File: src/tir_map.svh
// register map, field widths, reset values and timing counts of the integration and readout controller
// included by the controller, the monitor and the bench; definitions only
`ifndef TIR_MAP_SVH
`define TIR_MAP_SVH

`define TIR_ADR_CTRL 8'h00
`define TIR_ADR_RATIO 8'h04
`define TIR_ADR_SCALE 8'h08
`define TIR_ADR_PERIOD 8'h0c
`define TIR_ADR_SUBF 8'h10
`define TIR_ADR_ROWS 8'h14
`define TIR_ADR_COLS 8'h18
`define TIR_ADR_PHASE 8'h1c
`define TIR_ADR_STATUS 8'h20

`define TIR_CTRL_RUN 0
`define TIR_CTRL_ALT 1
`define TIR_CTRL_SLAVE 2
`define TIR_CTRL_VMIR 3
`define TIR_CTRL_CMIR 4
`define TIR_CTRL_SHUT 5
`define TIR_CTRL_HOP 6
`define TIR_CTRL_LUMP 7

`define TIR_RST_RATIO 6'h0d
`define TIR_RST_SCALE 6'h3f
`define TIR_RST_PERIOD 16'h30d4
`define TIR_RST_SUBF1 8'h10
`define TIR_RST_SUBF2 8'h04
`define TIR_RST_ROW_END 7'h3b
`define TIR_RST_COL_END 7'h4f
`define TIR_RST_PHASE 8'he4

`define TIR_RESET_CLKS 16'h02d0
`define TIR_PREP_CLKS 16'h0064
`define TIR_TOTAL_COLS 8'h50
`define TIR_HALF_COLS 8'h28
`define TIR_QUADS 2'h3
`define TIR_RATIO_MIN 6'h01
`define TIR_RATIO_SHIFT 6

`endif

File: src/tir_pkg.sv
// types shared by the integration and readout controller
// uses no macro from tir_map.svh and includes nothing
package tir_pkg;
	typedef enum logic [1:0]
	{
		TIR_Q_RESET = 2'b00,
		TIR_Q_INTEG = 2'b01,
		TIR_Q_READ = 2'b11,
		TIR_Q_DEAD = 2'b10
	} tir_quad_t;
endpackage

File: src/tir_ctrl.sv
// integration length, readout window, shutter and phase stepping of one quad sequencer
// assumes a classic wishbone master on the 20 MHz system clock and a synchronous sync pulse
// Operation
// modulation active only during integration
// ratio setting takes values 0 to 63
// integration share is setting over 64
// zero setting acts as one
// flag set when ratio does not fit
// flag cleared when fitting ratio written
// host lowers ratio until flag clears
// host rewrites ratio after timing changes
// slave integration from internal frame length
// sync pulses spaced past frame output
// supplementary ratio scaled by scale+1 over 64
// read only rows and columns in bounds
// row switch no shorter than half row
// readout 100 plus rows times columns
// vertical mirror reverses row order
// column mirror reverses column order
// phase steps with quad number
// programmable order, alternate for odd subframes
// separate phase order per modulation frequency
// shutter on in reset and integration only; the code also holds it on while no frame is running
// shutter disabled keeps switch always on
// writing one enables shutter operation
// 720 clocks of sensor reset per quad
// hop adds offset to quad number
// quad runs reset, integration, readout, dead
`timescale 1ns/1ps
`include "tir_map.svh"

module tir_ctrl
	import tir_pkg::*;
(
	input wire logic sys_clk_in,
	input wire logic rst_in,
	input wire logic [7:0] wb_adr_in,
	input wire logic [31:0] wb_dat_in,
	output logic [31:0] wb_dat_out,
	input wire logic [3:0] wb_sel_in,
	input wire logic wb_we_in,
	input wire logic wb_cyc_in,
	input wire logic wb_stb_in,
	output logic wb_ack_out,
	input wire logic external_frame_sync_input,
	output logic modulation_active_out,
	output logic shutter_on_out,
	output logic [1:0] phase_step_out,
	output logic supplementary_frame_out,
	output logic pixel_valid_out,
	output logic [6:0] pixel_row_out,
	output logic [6:0] pixel_col_out,
	output logic frame_start_out
);

	////////////////////////////////////////////////////////////////////////////
	// registers
	logic [7:0] ctrl_r;
	logic [5:0] integration_ratio_setting_r;
	logic [5:0] supplementary_integration_scale_r;
	logic [15:0] quad_period_clocks_r;
	logic [7:0] base_subframe_total_r;
	logic [7:0] supplementary_subframe_total_r;
	logic [6:0] row_start_r;
	logic [6:0] row_end_r;
	logic [6:0] col_start_r;
	logic [6:0] col_end_r;
	logic [7:0] phase_base_r;
	logic [7:0] phase_supp_r;
	logic [1:0] quad_hop_offset_r;
	logic integration_infeasible_flag_r;
	logic ack_r;
	logic [31:0] rdata_r;

	logic wr_req;
	logic ratio_wr;
	assign wr_req = wb_cyc_in && wb_stb_in && wb_we_in && ack_r;
	assign ratio_wr = wr_req && wb_adr_in == `TIR_ADR_RATIO && wb_sel_in[0];
	assign wb_ack_out = ack_r;
	assign wb_dat_out = rdata_r;

	// one wait state; ack drops in the cycle after it was given
	always_ff @(posedge sys_clk_in)
	begin
		if (rst_in)
			ack_r <= 1'b0;
		else
			ack_r <= wb_cyc_in && wb_stb_in && !ack_r;
	end

	always_ff @(posedge sys_clk_in)
	begin
		if (rst_in)
		begin
			ctrl_r <= 8'h00;
			integration_ratio_setting_r <= `TIR_RST_RATIO;
			supplementary_integration_scale_r <= `TIR_RST_SCALE;
			quad_period_clocks_r <= `TIR_RST_PERIOD;
			base_subframe_total_r <= `TIR_RST_SUBF1;
			supplementary_subframe_total_r <= `TIR_RST_SUBF2;
			row_start_r <= 7'h00;
			row_end_r <= `TIR_RST_ROW_END;
			col_start_r <= 7'h00;
			col_end_r <= `TIR_RST_COL_END;
			phase_base_r <= `TIR_RST_PHASE;
			phase_supp_r <= `TIR_RST_PHASE;
			quad_hop_offset_r <= 2'h0;
		end
		else if (wr_req)
		begin
			unique case (wb_adr_in)
				`TIR_ADR_CTRL:
					if (wb_sel_in[0]) ctrl_r <= wb_dat_in[7:0];
				`TIR_ADR_RATIO:
					if (wb_sel_in[0]) integration_ratio_setting_r <= wb_dat_in[5:0];
				`TIR_ADR_SCALE:
					if (wb_sel_in[0]) supplementary_integration_scale_r <= wb_dat_in[5:0];
				`TIR_ADR_PERIOD:
				begin
					if (wb_sel_in[0]) quad_period_clocks_r[7:0] <= wb_dat_in[7:0];
					if (wb_sel_in[1]) quad_period_clocks_r[15:8] <= wb_dat_in[15:8];
				end
				`TIR_ADR_SUBF:
				begin
					if (wb_sel_in[0]) base_subframe_total_r <= wb_dat_in[7:0];
					if (wb_sel_in[1]) supplementary_subframe_total_r <= wb_dat_in[15:8];
				end
				`TIR_ADR_ROWS:
				begin
					if (wb_sel_in[0]) row_start_r <= wb_dat_in[6:0];
					if (wb_sel_in[1]) row_end_r <= wb_dat_in[14:8];
				end
				`TIR_ADR_COLS:
				begin
					if (wb_sel_in[0]) col_start_r <= wb_dat_in[6:0];
					if (wb_sel_in[1]) col_end_r <= wb_dat_in[14:8];
				end
				`TIR_ADR_PHASE:
				begin
					if (wb_sel_in[0]) phase_base_r <= wb_dat_in[7:0];
					if (wb_sel_in[1]) phase_supp_r <= wb_dat_in[15:8];
					if (wb_sel_in[2]) quad_hop_offset_r <= wb_dat_in[17:16];
				end
				default:
				begin
				end
			endcase
		end
	end

	////////////////////////////////////////////////////////////////////////////
	// timing arithmetic
	logic [6:0] rows_span;
	logic [7:0] cols_span;
	logic [7:0] cols_eff;
	logic [15:0] readout_clks;
	logic [15:0] overhead_clks;
	logic [21:0] base_product;
	logic [15:0] base_integ_clks;
	logic [21:0] supp_product;
	logic [15:0] supp_integ_clks;
	logic [15:0] integ_clks;
	logic [5:0] ratio_eff;
	logic [5:0] wr_ratio_eff;
	logic [21:0] wr_product;
	logic wr_fits;

	assign rows_span = row_end_r - row_start_r;
	assign cols_span = {1'b0, col_end_r - col_start_r};
	// narrow windows still pay half a row per row switch
	assign cols_eff = (cols_span + 8'h01 < `TIR_HALF_COLS) ? `TIR_HALF_COLS : cols_span + 8'h01;
	assign readout_clks = `TIR_PREP_CLKS + 16'({9'h000, rows_span} + 16'h0001) * 16'(cols_eff);
	assign overhead_clks = `TIR_RESET_CLKS + readout_clks;

	assign ratio_eff = (integration_ratio_setting_r < `TIR_RATIO_MIN) ? `TIR_RATIO_MIN
		: integration_ratio_setting_r;
	// integration comes from the programmed period even when slaved to an external sync
	assign base_product = quad_period_clocks_r * ratio_eff;
	assign base_integ_clks = base_product[21:`TIR_RATIO_SHIFT];
	assign supp_product = base_integ_clks * ({1'b0, supplementary_integration_scale_r} + 7'h01);
	assign supp_integ_clks = supp_product[21:`TIR_RATIO_SHIFT];

	assign wr_ratio_eff = (wb_dat_in[5:0] < `TIR_RATIO_MIN) ? `TIR_RATIO_MIN : wb_dat_in[5:0];
	assign wr_product = quad_period_clocks_r * wr_ratio_eff;
	assign wr_fits = {6'h00, overhead_clks} + wr_product[21:`TIR_RATIO_SHIFT] <= {6'h00, quad_period_clocks_r};

	// judged only at the ratio write; other timing writes need a ratio rewrite
	always_ff @(posedge sys_clk_in)
	begin
		if (rst_in)
			integration_infeasible_flag_r <= 1'b0;
		else if (ratio_wr)
			integration_infeasible_flag_r <= !wr_fits;
	end

	always_ff @(posedge sys_clk_in)
	begin
		if (rst_in)
			rdata_r <= 32'h00000000;
		else if (wb_cyc_in && wb_stb_in && !wb_we_in && !ack_r)
		begin
			unique case (wb_adr_in)
				`TIR_ADR_CTRL: rdata_r <= {24'h000000, ctrl_r};
				`TIR_ADR_RATIO: rdata_r <= {26'h0000000, integration_ratio_setting_r};
				`TIR_ADR_SCALE: rdata_r <= {26'h0000000, supplementary_integration_scale_r};
				`TIR_ADR_PERIOD: rdata_r <= {16'h0000, quad_period_clocks_r};
				`TIR_ADR_SUBF: rdata_r <= {16'h0000, supplementary_subframe_total_r, base_subframe_total_r};
				`TIR_ADR_ROWS: rdata_r <= {17'h00000, row_end_r, 1'b0, row_start_r};
				`TIR_ADR_COLS: rdata_r <= {17'h00000, col_end_r, 1'b0, col_start_r};
				`TIR_ADR_PHASE: rdata_r <= {14'h0000, quad_hop_offset_r, phase_supp_r, phase_base_r};
				`TIR_ADR_STATUS: rdata_r <= {15'h0000, supplementary_frame_out, readout_clks}
					| {31'h00000000, integration_infeasible_flag_r} << 31;
				default: rdata_r <= 32'h00000000;
			endcase
		end
	end

	////////////////////////////////////////////////////////////////////////////
	// quad sequencer
	tir_quad_t state_r;
	logic [15:0] clk_cnt_r;
	logic [1:0] quad_r;
	logic [7:0] subframe_r;
	logic supp_r;
	logic running_r;
	logic [6:0] row_cnt_r;
	logic [7:0] col_cnt_r;
	logic [6:0] prep_cnt_r;
	logic sync_d_r;

	logic run_en;
	logic slave_en;
	logic sync_rise;
	logic frame_go;
	logic last_quad;
	logic [7:0] sub_total;
	logic [15:0] state_len;
	logic state_done;

	assign run_en = ctrl_r[`TIR_CTRL_RUN];
	assign slave_en = ctrl_r[`TIR_CTRL_SLAVE];
	assign sync_rise = external_frame_sync_input && !sync_d_r;
	// in slave mode a sync mid-frame is ignored
	assign frame_go = run_en && !running_r && (!slave_en || sync_rise);
	assign integ_clks = supp_r ? supp_integ_clks : base_integ_clks;
	assign sub_total = supp_r ? supplementary_subframe_total_r : base_subframe_total_r;
	assign last_quad = quad_r == `TIR_QUADS && subframe_r + 8'h01 >= sub_total;

	always_comb
	begin
		unique case (state_r)
			TIR_Q_RESET: state_len = `TIR_RESET_CLKS;
			TIR_Q_INTEG: state_len = integ_clks;
			TIR_Q_READ: state_len = readout_clks;
			TIR_Q_DEAD: state_len = quad_period_clocks_r - `TIR_RESET_CLKS - integ_clks - readout_clks;
		endcase
	end
	// an infeasible dead time wraps, so the dead state is cut to one clock
	assign state_done = clk_cnt_r + 16'h0001 >= state_len || (state_r == TIR_Q_DEAD
		&& quad_period_clocks_r < overhead_clks + integ_clks);

	always_ff @(posedge sys_clk_in)
	begin
		if (rst_in)
			sync_d_r <= 1'b0;
		else
			sync_d_r <= external_frame_sync_input;
	end

	always_ff @(posedge sys_clk_in)
	begin
		if (rst_in)
		begin
			state_r <= TIR_Q_RESET;
			clk_cnt_r <= 16'h0000;
			quad_r <= 2'h0;
			subframe_r <= 8'h00;
			supp_r <= 1'b0;
			running_r <= 1'b0;
		end
		else if (!running_r)
		begin
			state_r <= TIR_Q_RESET;
			clk_cnt_r <= 16'h0000;
			quad_r <= 2'h0;
			subframe_r <= 8'h00;
			running_r <= frame_go;
		end
		else if (state_done)
		begin
			clk_cnt_r <= 16'h0000;
			unique case (state_r)
				TIR_Q_RESET: state_r <= TIR_Q_INTEG;
				TIR_Q_INTEG: state_r <= TIR_Q_READ;
				TIR_Q_READ: state_r <= TIR_Q_DEAD;
				TIR_Q_DEAD:
				begin
					state_r <= TIR_Q_RESET;
					quad_r <= quad_r + 2'h1;
					if (quad_r == `TIR_QUADS)
						subframe_r <= subframe_r + 8'h01;
					if (last_quad)
					begin
						running_r <= 1'b0;
						supp_r <= ctrl_r[`TIR_CTRL_ALT] && !supp_r;
					end
				end
			endcase
		end
		else
			clk_cnt_r <= clk_cnt_r + 16'h0001;
	end

	////////////////////////////////////////////////////////////////////////////
	// readout scan
	logic [6:0] col_lo_end;
	assign col_lo_end = cols_eff[6:0] - 7'h01;

	always_ff @(posedge sys_clk_in)
	begin
		if (rst_in)
		begin
			prep_cnt_r <= 7'h00;
			row_cnt_r <= 7'h00;
			col_cnt_r <= 8'h00;
			pixel_valid_out <= 1'b0;
			pixel_row_out <= 7'h00;
			pixel_col_out <= 7'h00;
		end
		else if (running_r && state_r == TIR_Q_READ)
		begin
			if (prep_cnt_r < `TIR_PREP_CLKS)
			begin
				prep_cnt_r <= prep_cnt_r + 7'h01;
				pixel_valid_out <= 1'b0;
			end
			else
			begin
				// slots past the column window keep the half-row minimum
				pixel_valid_out <= col_cnt_r <= cols_span;
				pixel_row_out <= ctrl_r[`TIR_CTRL_VMIR] ? row_end_r - row_cnt_r : row_start_r + row_cnt_r;
				pixel_col_out <= ctrl_r[`TIR_CTRL_CMIR] ? col_end_r - col_cnt_r[6:0]
					: col_start_r + col_cnt_r[6:0];
				if (col_cnt_r[6:0] >= col_lo_end)
				begin
					col_cnt_r <= 8'h00;
					row_cnt_r <= row_cnt_r + 7'h01;
				end
				else
					col_cnt_r <= col_cnt_r + 8'h01;
			end
		end
		else
		begin
			prep_cnt_r <= 7'h00;
			row_cnt_r <= 7'h00;
			col_cnt_r <= 8'h00;
			pixel_valid_out <= 1'b0;
		end
	end

	////////////////////////////////////////////////////////////////////////////
	// modulation, shutter and phase outputs
	logic [1:0] quad_eff;
	logic [7:0] phase_sel;
	assign quad_eff = (ctrl_r[`TIR_CTRL_HOP] && subframe_r[0]) ? quad_r + quad_hop_offset_r : quad_r;
	assign phase_sel = supp_r ? phase_supp_r : phase_base_r;

	always_ff @(posedge sys_clk_in)
	begin
		if (rst_in)
		begin
			modulation_active_out <= 1'b0;
			shutter_on_out <= 1'b1;
			phase_step_out <= 2'h0;
			supplementary_frame_out <= 1'b0;
			frame_start_out <= 1'b0;
		end
		else
		begin
			modulation_active_out <= running_r && state_r == TIR_Q_INTEG;
			// closed shutter keeps ambient charge out of the storage node
			shutter_on_out <= !ctrl_r[`TIR_CTRL_SHUT] || !running_r
				|| state_r == TIR_Q_RESET || state_r == TIR_Q_INTEG;
			phase_step_out <= phase_sel[{quad_eff, 1'b0} +: 2];
			supplementary_frame_out <= supp_r;
			frame_start_out <= frame_go;
		end
	end

endmodule

File: config.mk
export PLATFORM = sky130hd
export DESIGN_NAME = tir_ctrl
export DESIGN_NICKNAME = d
export VERILOG_FILES = /design/src/tir_pkg.sv /design/src/tir_ctrl.sv
export VERILOG_INCLUDE_DIRS = /design/src
export SDC_FILE = /design/constraint.sdc
export NUM_CORES = 1
export LEC_CHECK = 0
export BUFFER_PORTS_ARGS = -buffer_cell sky130_fd_sc_hd__buf_4
export CAP_MARGIN = 20
export CORE_MARGIN = 8
export CORE_UTILIZATION = 50
export DETAILED_ROUTE_END_ITERATION = 10
export GPL_TIMING_DRIVEN = 0
export PLACE_DENSITY = 0.64
export SLEW_MARGIN = 20
export SYNTH_ARGS = -nofsm -noshare
export SYNTH_HDL_FRONTEND = slang
export SYNTH_SLANG_ARGS = --single-unit
export TNS_END_PERCENT = 50
File: constraint.sdc
create_clock -name sys_clk_in -period 16.05 [get_ports sys_clk_in]
set_input_delay 0.8025 -clock sys_clk_in [delete_from_list [all_inputs] [get_ports sys_clk_in]]
set_output_delay 0.8025 -clock sys_clk_in [all_outputs]
set_load 0.02 [all_outputs]
== Word level (Yosys, flattened, before mapping) ==
Index checks and enable logic that the tools add are counted.
Storage, ports and cells
  register bits: 206
  bits of input ports: 50
  output and inout port bits: 54
  word-level logic and storage cells: 162
Operators by class
  $add $sub $neg: 24
  $mul: 4
  order comparisons: 10
  equal/unequal tests: 12
  shift-type cells: 1
  multiplexer cells: 17
  bitwise operators: 4
  reductions and logical operators: 55
Operators with widths (count)
  $pmux 32 s9: 1
  $pmux 16 s4: 1
  $reduce_and 3->1: 15
  $mul 16x6->22: 2
  $eq 8x5->1 const B: 4
  $mux 8: 4
  $or 17x32->32: 1
  $sub 16x16->16: 2
  $sub 7x7->7: 4
  $mul 16x7->22: 1
  $add 16x16->17: 1
  $le 17x16->1: 1
  $logic_and 1x1->1: 17
  $add 10x16->16 const A: 1
  $add 16x1->16 const B: 1
  $add 16x16->16: 1
  $add 7x1->8 const B: 2
  $add 7x16->16 const A: 1
  $add 8x1->8 const B: 2
  $eq 8x4->1 const B: 2
  $ge 16x16->1: 1
  $lt 16x16->1: 1
  $mul 8x8->16: 1
  $mux 16: 1
  other kinds (32): 59

== Depth between registers and ports, before layout ==
  depth in word-level cells: 13
  mapped depth: 62
  mapped depth without buffers: 61

== Worst setup path before layout ==
Ideal clock, no wire load.
  path kind: reg2reg
  start: register integration_ratio_setting_r[1]
  end: register subframe_r[2]
  arrival: 13.107 ns
  required time: 15.934 ns
  path slack: 2.827 ns
  cell stages (with the launch flop): 57
  buffers on the path: 3
  path through: dfxtp_1 buf_2 nor3_2 a21oi_1 clkbuf_1 nor2_1 fa_1 fa_1 inv_1 fa_1 inv_1 ha_1 buf_2 nand2_1 nor4_1 or4b_1 o311a_1 o21ai_0 [21 not listed] fa_1 inv_1 ha_1 or3_1 a211o_1 a31o_2 a21oi_1 xnor2_1 xnor2_1 mux2_1 a221oi_1 ha_1 nand4_1 nor2_1 o21ai_1 a211oi_1 a21oi_1 a31o_2
Between the ends
  longest elaborated chain between the ends: 11
  elaborated cells on any way between the ends: 14
  classes of those cells: add/sub (3); mul (2); order compare (3); mux (3); reduce/logical (3)
Ends and longest elaborated chain
  start, declared: line tir_ctrl.sv:59  | logic [5:0] integration_ratio_setting_r;
  start signal, assigned: line tir_ctrl.sv:96  | integration_ratio_setting_r <= `TIR_RST_RATIO;
  start signal, assigned: line tir_ctrl.sv:115  | if (wb_sel_in[0]) integration_ratio_setting_r <= wb_dat_in[5:0];
  $lt 6x1->1 (no source line)
  $mux 6 (*): line tir_ctrl.sv:175  | assign ratio_eff = (integration_ratio_setting_r < `TIR_RATIO_MIN) ? `TIR_RATIO_MIN
  $mul 16x6->22 (*): line tir_ctrl.sv:178  | assign base_product = quad_period_clocks_r * ratio_eff;
  $mul 16x7->22: line tir_ctrl.sv:180  | assign supp_product = base_integ_clks * ({1'b0, supplementary_integration_scale_r} + 7'h01);
  $mux 16 (*): line tir_ctrl.sv:245  | assign integ_clks = supp_r ? supp_integ_clks : base_integ_clks;
  $sub 16x16->16 (2 in a row): line tir_ctrl.sv:255  | TIR_Q_DEAD: state_len = quad_period_clocks_r - `TIR_RESET_CLKS - integ_clks - readout_clks;
  $pmux 16 s4: line tir_ctrl.sv:251  | unique case (state_r)
  $ge 16x16->1: line tir_ctrl.sv:259  | assign state_done = clk_cnt_r + 16'h0001 >= state_len || (state_r == TIR_Q_DEAD
  $logic_or 1x1->1 (*): line tir_ctrl.sv:259
  $reduce_and 3->1 (no source line) (*)
  end signal, assigned: line tir_ctrl.sv:301  | subframe_r <= subframe_r + 8'h01;
  end, declared: line tir_ctrl.sv:223  | logic [7:0] subframe_r;
Every way passes the cells marked *; elsewhere a longest branch is shown, timed or not.
A chain may end at the register's enable or synchronous reset.

== Final worst setup path ==
  start: register quad_period_clocks_r[1]
  end: register clk_cnt_r[12]
Between the ends
  longest elaborated chain between the ends: 9
  elaborated cells on any way between the ends: 13
  classes of those cells: add/sub (4); mul (2); order compare (2); mux (2); reduce/logical (3)
Ends and longest elaborated chain
  start, declared: line tir_ctrl.sv:61  | logic [15:0] quad_period_clocks_r;
  start signal, assigned: line tir_ctrl.sv:98  | quad_period_clocks_r <= `TIR_RST_PERIOD;
  start signal, assigned: line tir_ctrl.sv:120  | if (wb_sel_in[0]) quad_period_clocks_r[7:0] <= wb_dat_in[7:0];
  $mul 16x6->22: line tir_ctrl.sv:178
  $mul 16x7->22: line tir_ctrl.sv:180
  $mux 16: line tir_ctrl.sv:245
  $sub 16x16->16 (2 in a row): line tir_ctrl.sv:255
  $pmux 16 s4: line tir_ctrl.sv:251
  $ge 16x16->1: line tir_ctrl.sv:259
  $logic_or 1x1->1 (*): line tir_ctrl.sv:259
  $reduce_or 3->1 (no source line) (*)
  end signal, assigned: line tir_ctrl.sv:311  | clk_cnt_r <= clk_cnt_r + 16'h0001;
  end, declared: line tir_ctrl.sv:221  | logic [15:0] clk_cnt_r;
Marked as above.

==> impl_metrics.ini <==
[run_status]
outcome = complete, no violations

[clock_tree]
clk_latency_ns = 0.47
cts_buffer_depth = 2
cts_tree = done
h-tree-depth = 4
numCtsBuffers = 17
numClockSinks = 193
hold_buffers = 0
root_buffer = clkbuf_16
path_clk_slew_ns = 0.08

[setup_path]
r2r_start = quad_period_clocks_r[1]
worst_ep_required_time_ns = 16.43
cp-start-kind = flip-flop
cp_top_family = adder cells
worstPathBufferInverterCount = 8
slowest_delay_ns = 0.81
end_kind = flip-flop
arrival_ns = 15.69
worstRegToRegCells = 52
path_class = flip-flop to flip-flop
r2r-end = clk_cnt_r[12]
cpMostUsedCell = fa_1
slowest_stage = dfxtp_1
cp_max_fo = 10
r2r_slack_ns = 0.75

[timing]
worst_slew_pin_slew_ns = 1.217
final.setup.worst_slack_ns = 0.7469
max_slew_margin_pct = 18.26
hold_viol = 0
period_minus_slack_ns = 15.30
finalMaxSlewViolations = 0
rsz0062_at_grt = no
post-route-period-util_pct = 95.35
final.setup.tns_ns = 0
worst_clock_skew_ns = 0.01741
hold_ws_ns = 0.4474
max_freq_ghz = 0.06535
finalSetupViolCount = 0

[logic_synthesis]
synth_area_um2 = 25090
yosysSeqAreaShare_pct = 15.40
synth_seq_cells = 193
syn_avg_cell_area_um2 = 8.071
synthCells = 3109
synth_flop_cell = dfxtp_1
synth-edff-count = 0
postSynth.asyncResetShare_pct = 0
synth.distinct_cells = 78
synth_warnings = 0

[floorplanning]
ios = 104
start_util_pct = 50.33
die_y_um = 240.0
die_x_um = 240.0
rows = 82
fp.coreArea_um2 = 49860
dieArea_um2 = 57610

[final_layout]
largest_reg_flops = 19
drive_gt1_share_pct = 5.519
antenna_cells = 0
area_growth_pct = 8.407
fin_cells = 3897
finalInstanceArea_um2 = 27200
nNetsFinal = 3803

[pwr]
intPower_w = 0.0008532
clock_power_share_pct = 36.9
power_density_nw_per_um2 = 45.59
power.switching_fraction_pct = 31.20
power.static_leakage_nw = 12.64
power_frac_seq_pct = 38.6
p_sw_w = 0.0003869
comb_power_share_pct = 24.5
ir_drop_mv = 0.05815

[route]
antenna_left = 0
avgViaCountPerCell = 5.792
vias = 22570
first_pass_iters = 7
drc = 0
first_iter_violations = 2330
wirelength_um = 82900
routedWlPerCell_um = 21.27

[worst_hold_path]
min_to = pixel_valid_out
whs_path_depth = 1
hp-class = flip-flop to flip-flop
hold_start = col_cnt_r[7]

[place]
gp_congestion = 0.9967
dpl_cell_area_um2 = 26530
dp_cells = 3865
port_buffers = 72
hpwl_um = 67160
dp_worst_setup_slack_ns = 0.5005

[global_routing]
grt_overflow = 0
grt_max_degree = 19
grt_pass1_wl_um = 126500
grtUsageTotal_pct = 28.50
grt_pass1_vias = 21980
antenna_found_initial = 2

[flow_run]
cap_viol_max_count = 0
repair_timing:
action	4_1_cts	5_1_grt
setup endpoints to repair	0	30
endpoints found under the hold margin	0	0
resized for setup	0	6
buffers inserted	0	0
cell usage in the layout, fill, tap and decap left out, types with 37 or more instances in the layout:
cell,instances
a21oi_1,197
nor2b_1,44
fa_1,241
nand3_1,91
xor2_1,60
nand2_1,410
dfxtp_1,193
inv_1,363
a22oi_1,37
a21o_1,49
nor2_1,266
nor3_1,37
and2_1,117
ha_1,300
clkbuf_1,111
xnor2_1,118
o21ai_0,75
buf_4,85
worst max-delay path by stage:
stage	start	to	slack (ns)	cells after the start
global placement	quad_period_clocks_r[1]	subframe_r[5]	0.64	49
global route	quad_period_clocks_r[1]	clk_cnt_r[12]	0.02	58
floorplan	integration_ratio_setting_r[1]	subframe_r[2]	2.83	56
detailed placement	integration_ratio_setting_r[2]	clk_cnt_r[12]	0.50	52
CTS	integration_ratio_setting_r[2]	clk_cnt_r[12]	0.43	52
finish	quad_period_clocks_r[1]	clk_cnt_r[12]	0.75	52
power groups by stage:
stage,Combinational (W),Clock [W],Sequential (W)
floorplan,0.000215,0,0.000491
global placement,0.000285,0,0.000491
detailed placement,0.000293,0,0.000491
CTS,0.000296,0.000462,0.000479
global route,0.000339,0.000482,0.000479
finish,0.000303,0.000458,0.000479
synthesized netlist by cell type, drive strengths merged (6+ instances only):
| library cell | instances | area (um2) |
|---|---|---|
| a211o | 15 | 131.4 |
| a211oi | 7 | 57.55 |
| a21boi | 10 | 75.07 |
| a21o | 49 | 367.9 |
| a21oi | 197 | 986.0 |
| a221oi | 11 | 96.34 |
| a222oi | 16 | 160.2 |
| a22o | 6 | 52.55 |
| a22oi | 37 | 277.8 |
| a31o | 7 | 61.31 |
| a31oi | 11 | 68.82 |
| and2 | 121 | 757.0 |
| and3 | 34 | 212.7 |
| buf | 22 | 138.9 |
| clkbuf | 112 | 421.7 |
| dfxtp | 193 | 3864 |
| fa | 241 | 4825 |
| ha | 300 | 3754 |
| inv | 363 | 1363 |
| mux2i | 21 | 210.2 |
| nand2 | 410 | 1539 |
| nand2b | 28 | 175.2 |
| nand3 | 91 | 455.4 |
| nand3b | 27 | 202.7 |
| nand4 | 21 | 131.4 |
| nor2 | 266 | 998.5 |
| nor2b | 44 | 275.3 |
| nor3 | 39 | 200.2 |
| nor4 | 13 | 81.33 |
| o211ai | 13 | 97.59 |
| o21a | 11 | 82.58 |
| o21ai | 77 | 385.4 |
| o21bai | 14 | 105.1 |
| or2 | 25 | 156.4 |
| or3 | 9 | 56.30 |
| xnor2 | 120 | 1051 |
| xor2 | 64 | 560.5 |
worst reg2reg max path: cells and delay by family (launching register included):
family | cells | cell delay [ns]
mux | 1 | 0.34
xor+xnor | 4 | 0.95
buf+inv | 8 | 1.16
fa+ha+maj | 13 | 5.75
compound gates | 13 | 3.68
flops | 1 | 0.81
simple gates | 13 | 2.52
routing by layer:
layer,global-route usage [%],wire [um],share of wire (%),up-vias
met5,1.298,114,0.14,-
met2,42.41,35200,42,938
li1,-,-,-,10500
met3,7.231,8130,9.8,174
met4,9.099,2820,3.4,6
met1,39.99,36640,44,10960
per-stage QoR:
step	util [%]	power, W
6_report	54.56	0.001240
5_1_grt	54.56	0.001300
4_1_cts	54.45	0.001237
3_5_place_dp	53.20	0.0007835
3_3_place_gp	53.19	0.0007751
2_1_floorplan	-	0.0007054
area by class of cell:
type	instances	area [um2]
fillers	4858	22660
well taps	672	840.8
clock inverters	12	156.4
flip-flops and latches	193	3864
repair buffers	72	540.5
inverters	363	1363
plain buffers	134	560.5
clock buffers	20	466.7
multi-input cells	2431	19410
kinds of logic (layout without fill, tap and decap cells):
| family | after synthesis | count (layout) | share of synthesized area [%] |
|---|---|---|---|
| AOI/OAI and AO/OA | 521 | 521 | 13.50 |
| xor gates and xnor gates | 185 | 185 | 6.512 |
| adders and majority gates | 542 | 542 | 34.22 |
| buffers and inverters | 497 | 601 | 7.664 |
| DFF | 193 | 193 | 15.40 |
| muxes | 28 | 28 | 1.331 |
| other | 1 | 13 | 0.01494 |
| and+or+nand+nor | 1142 | 1142 | 21.36 |
Note: power is estimated with default switching activity, not from simulation.
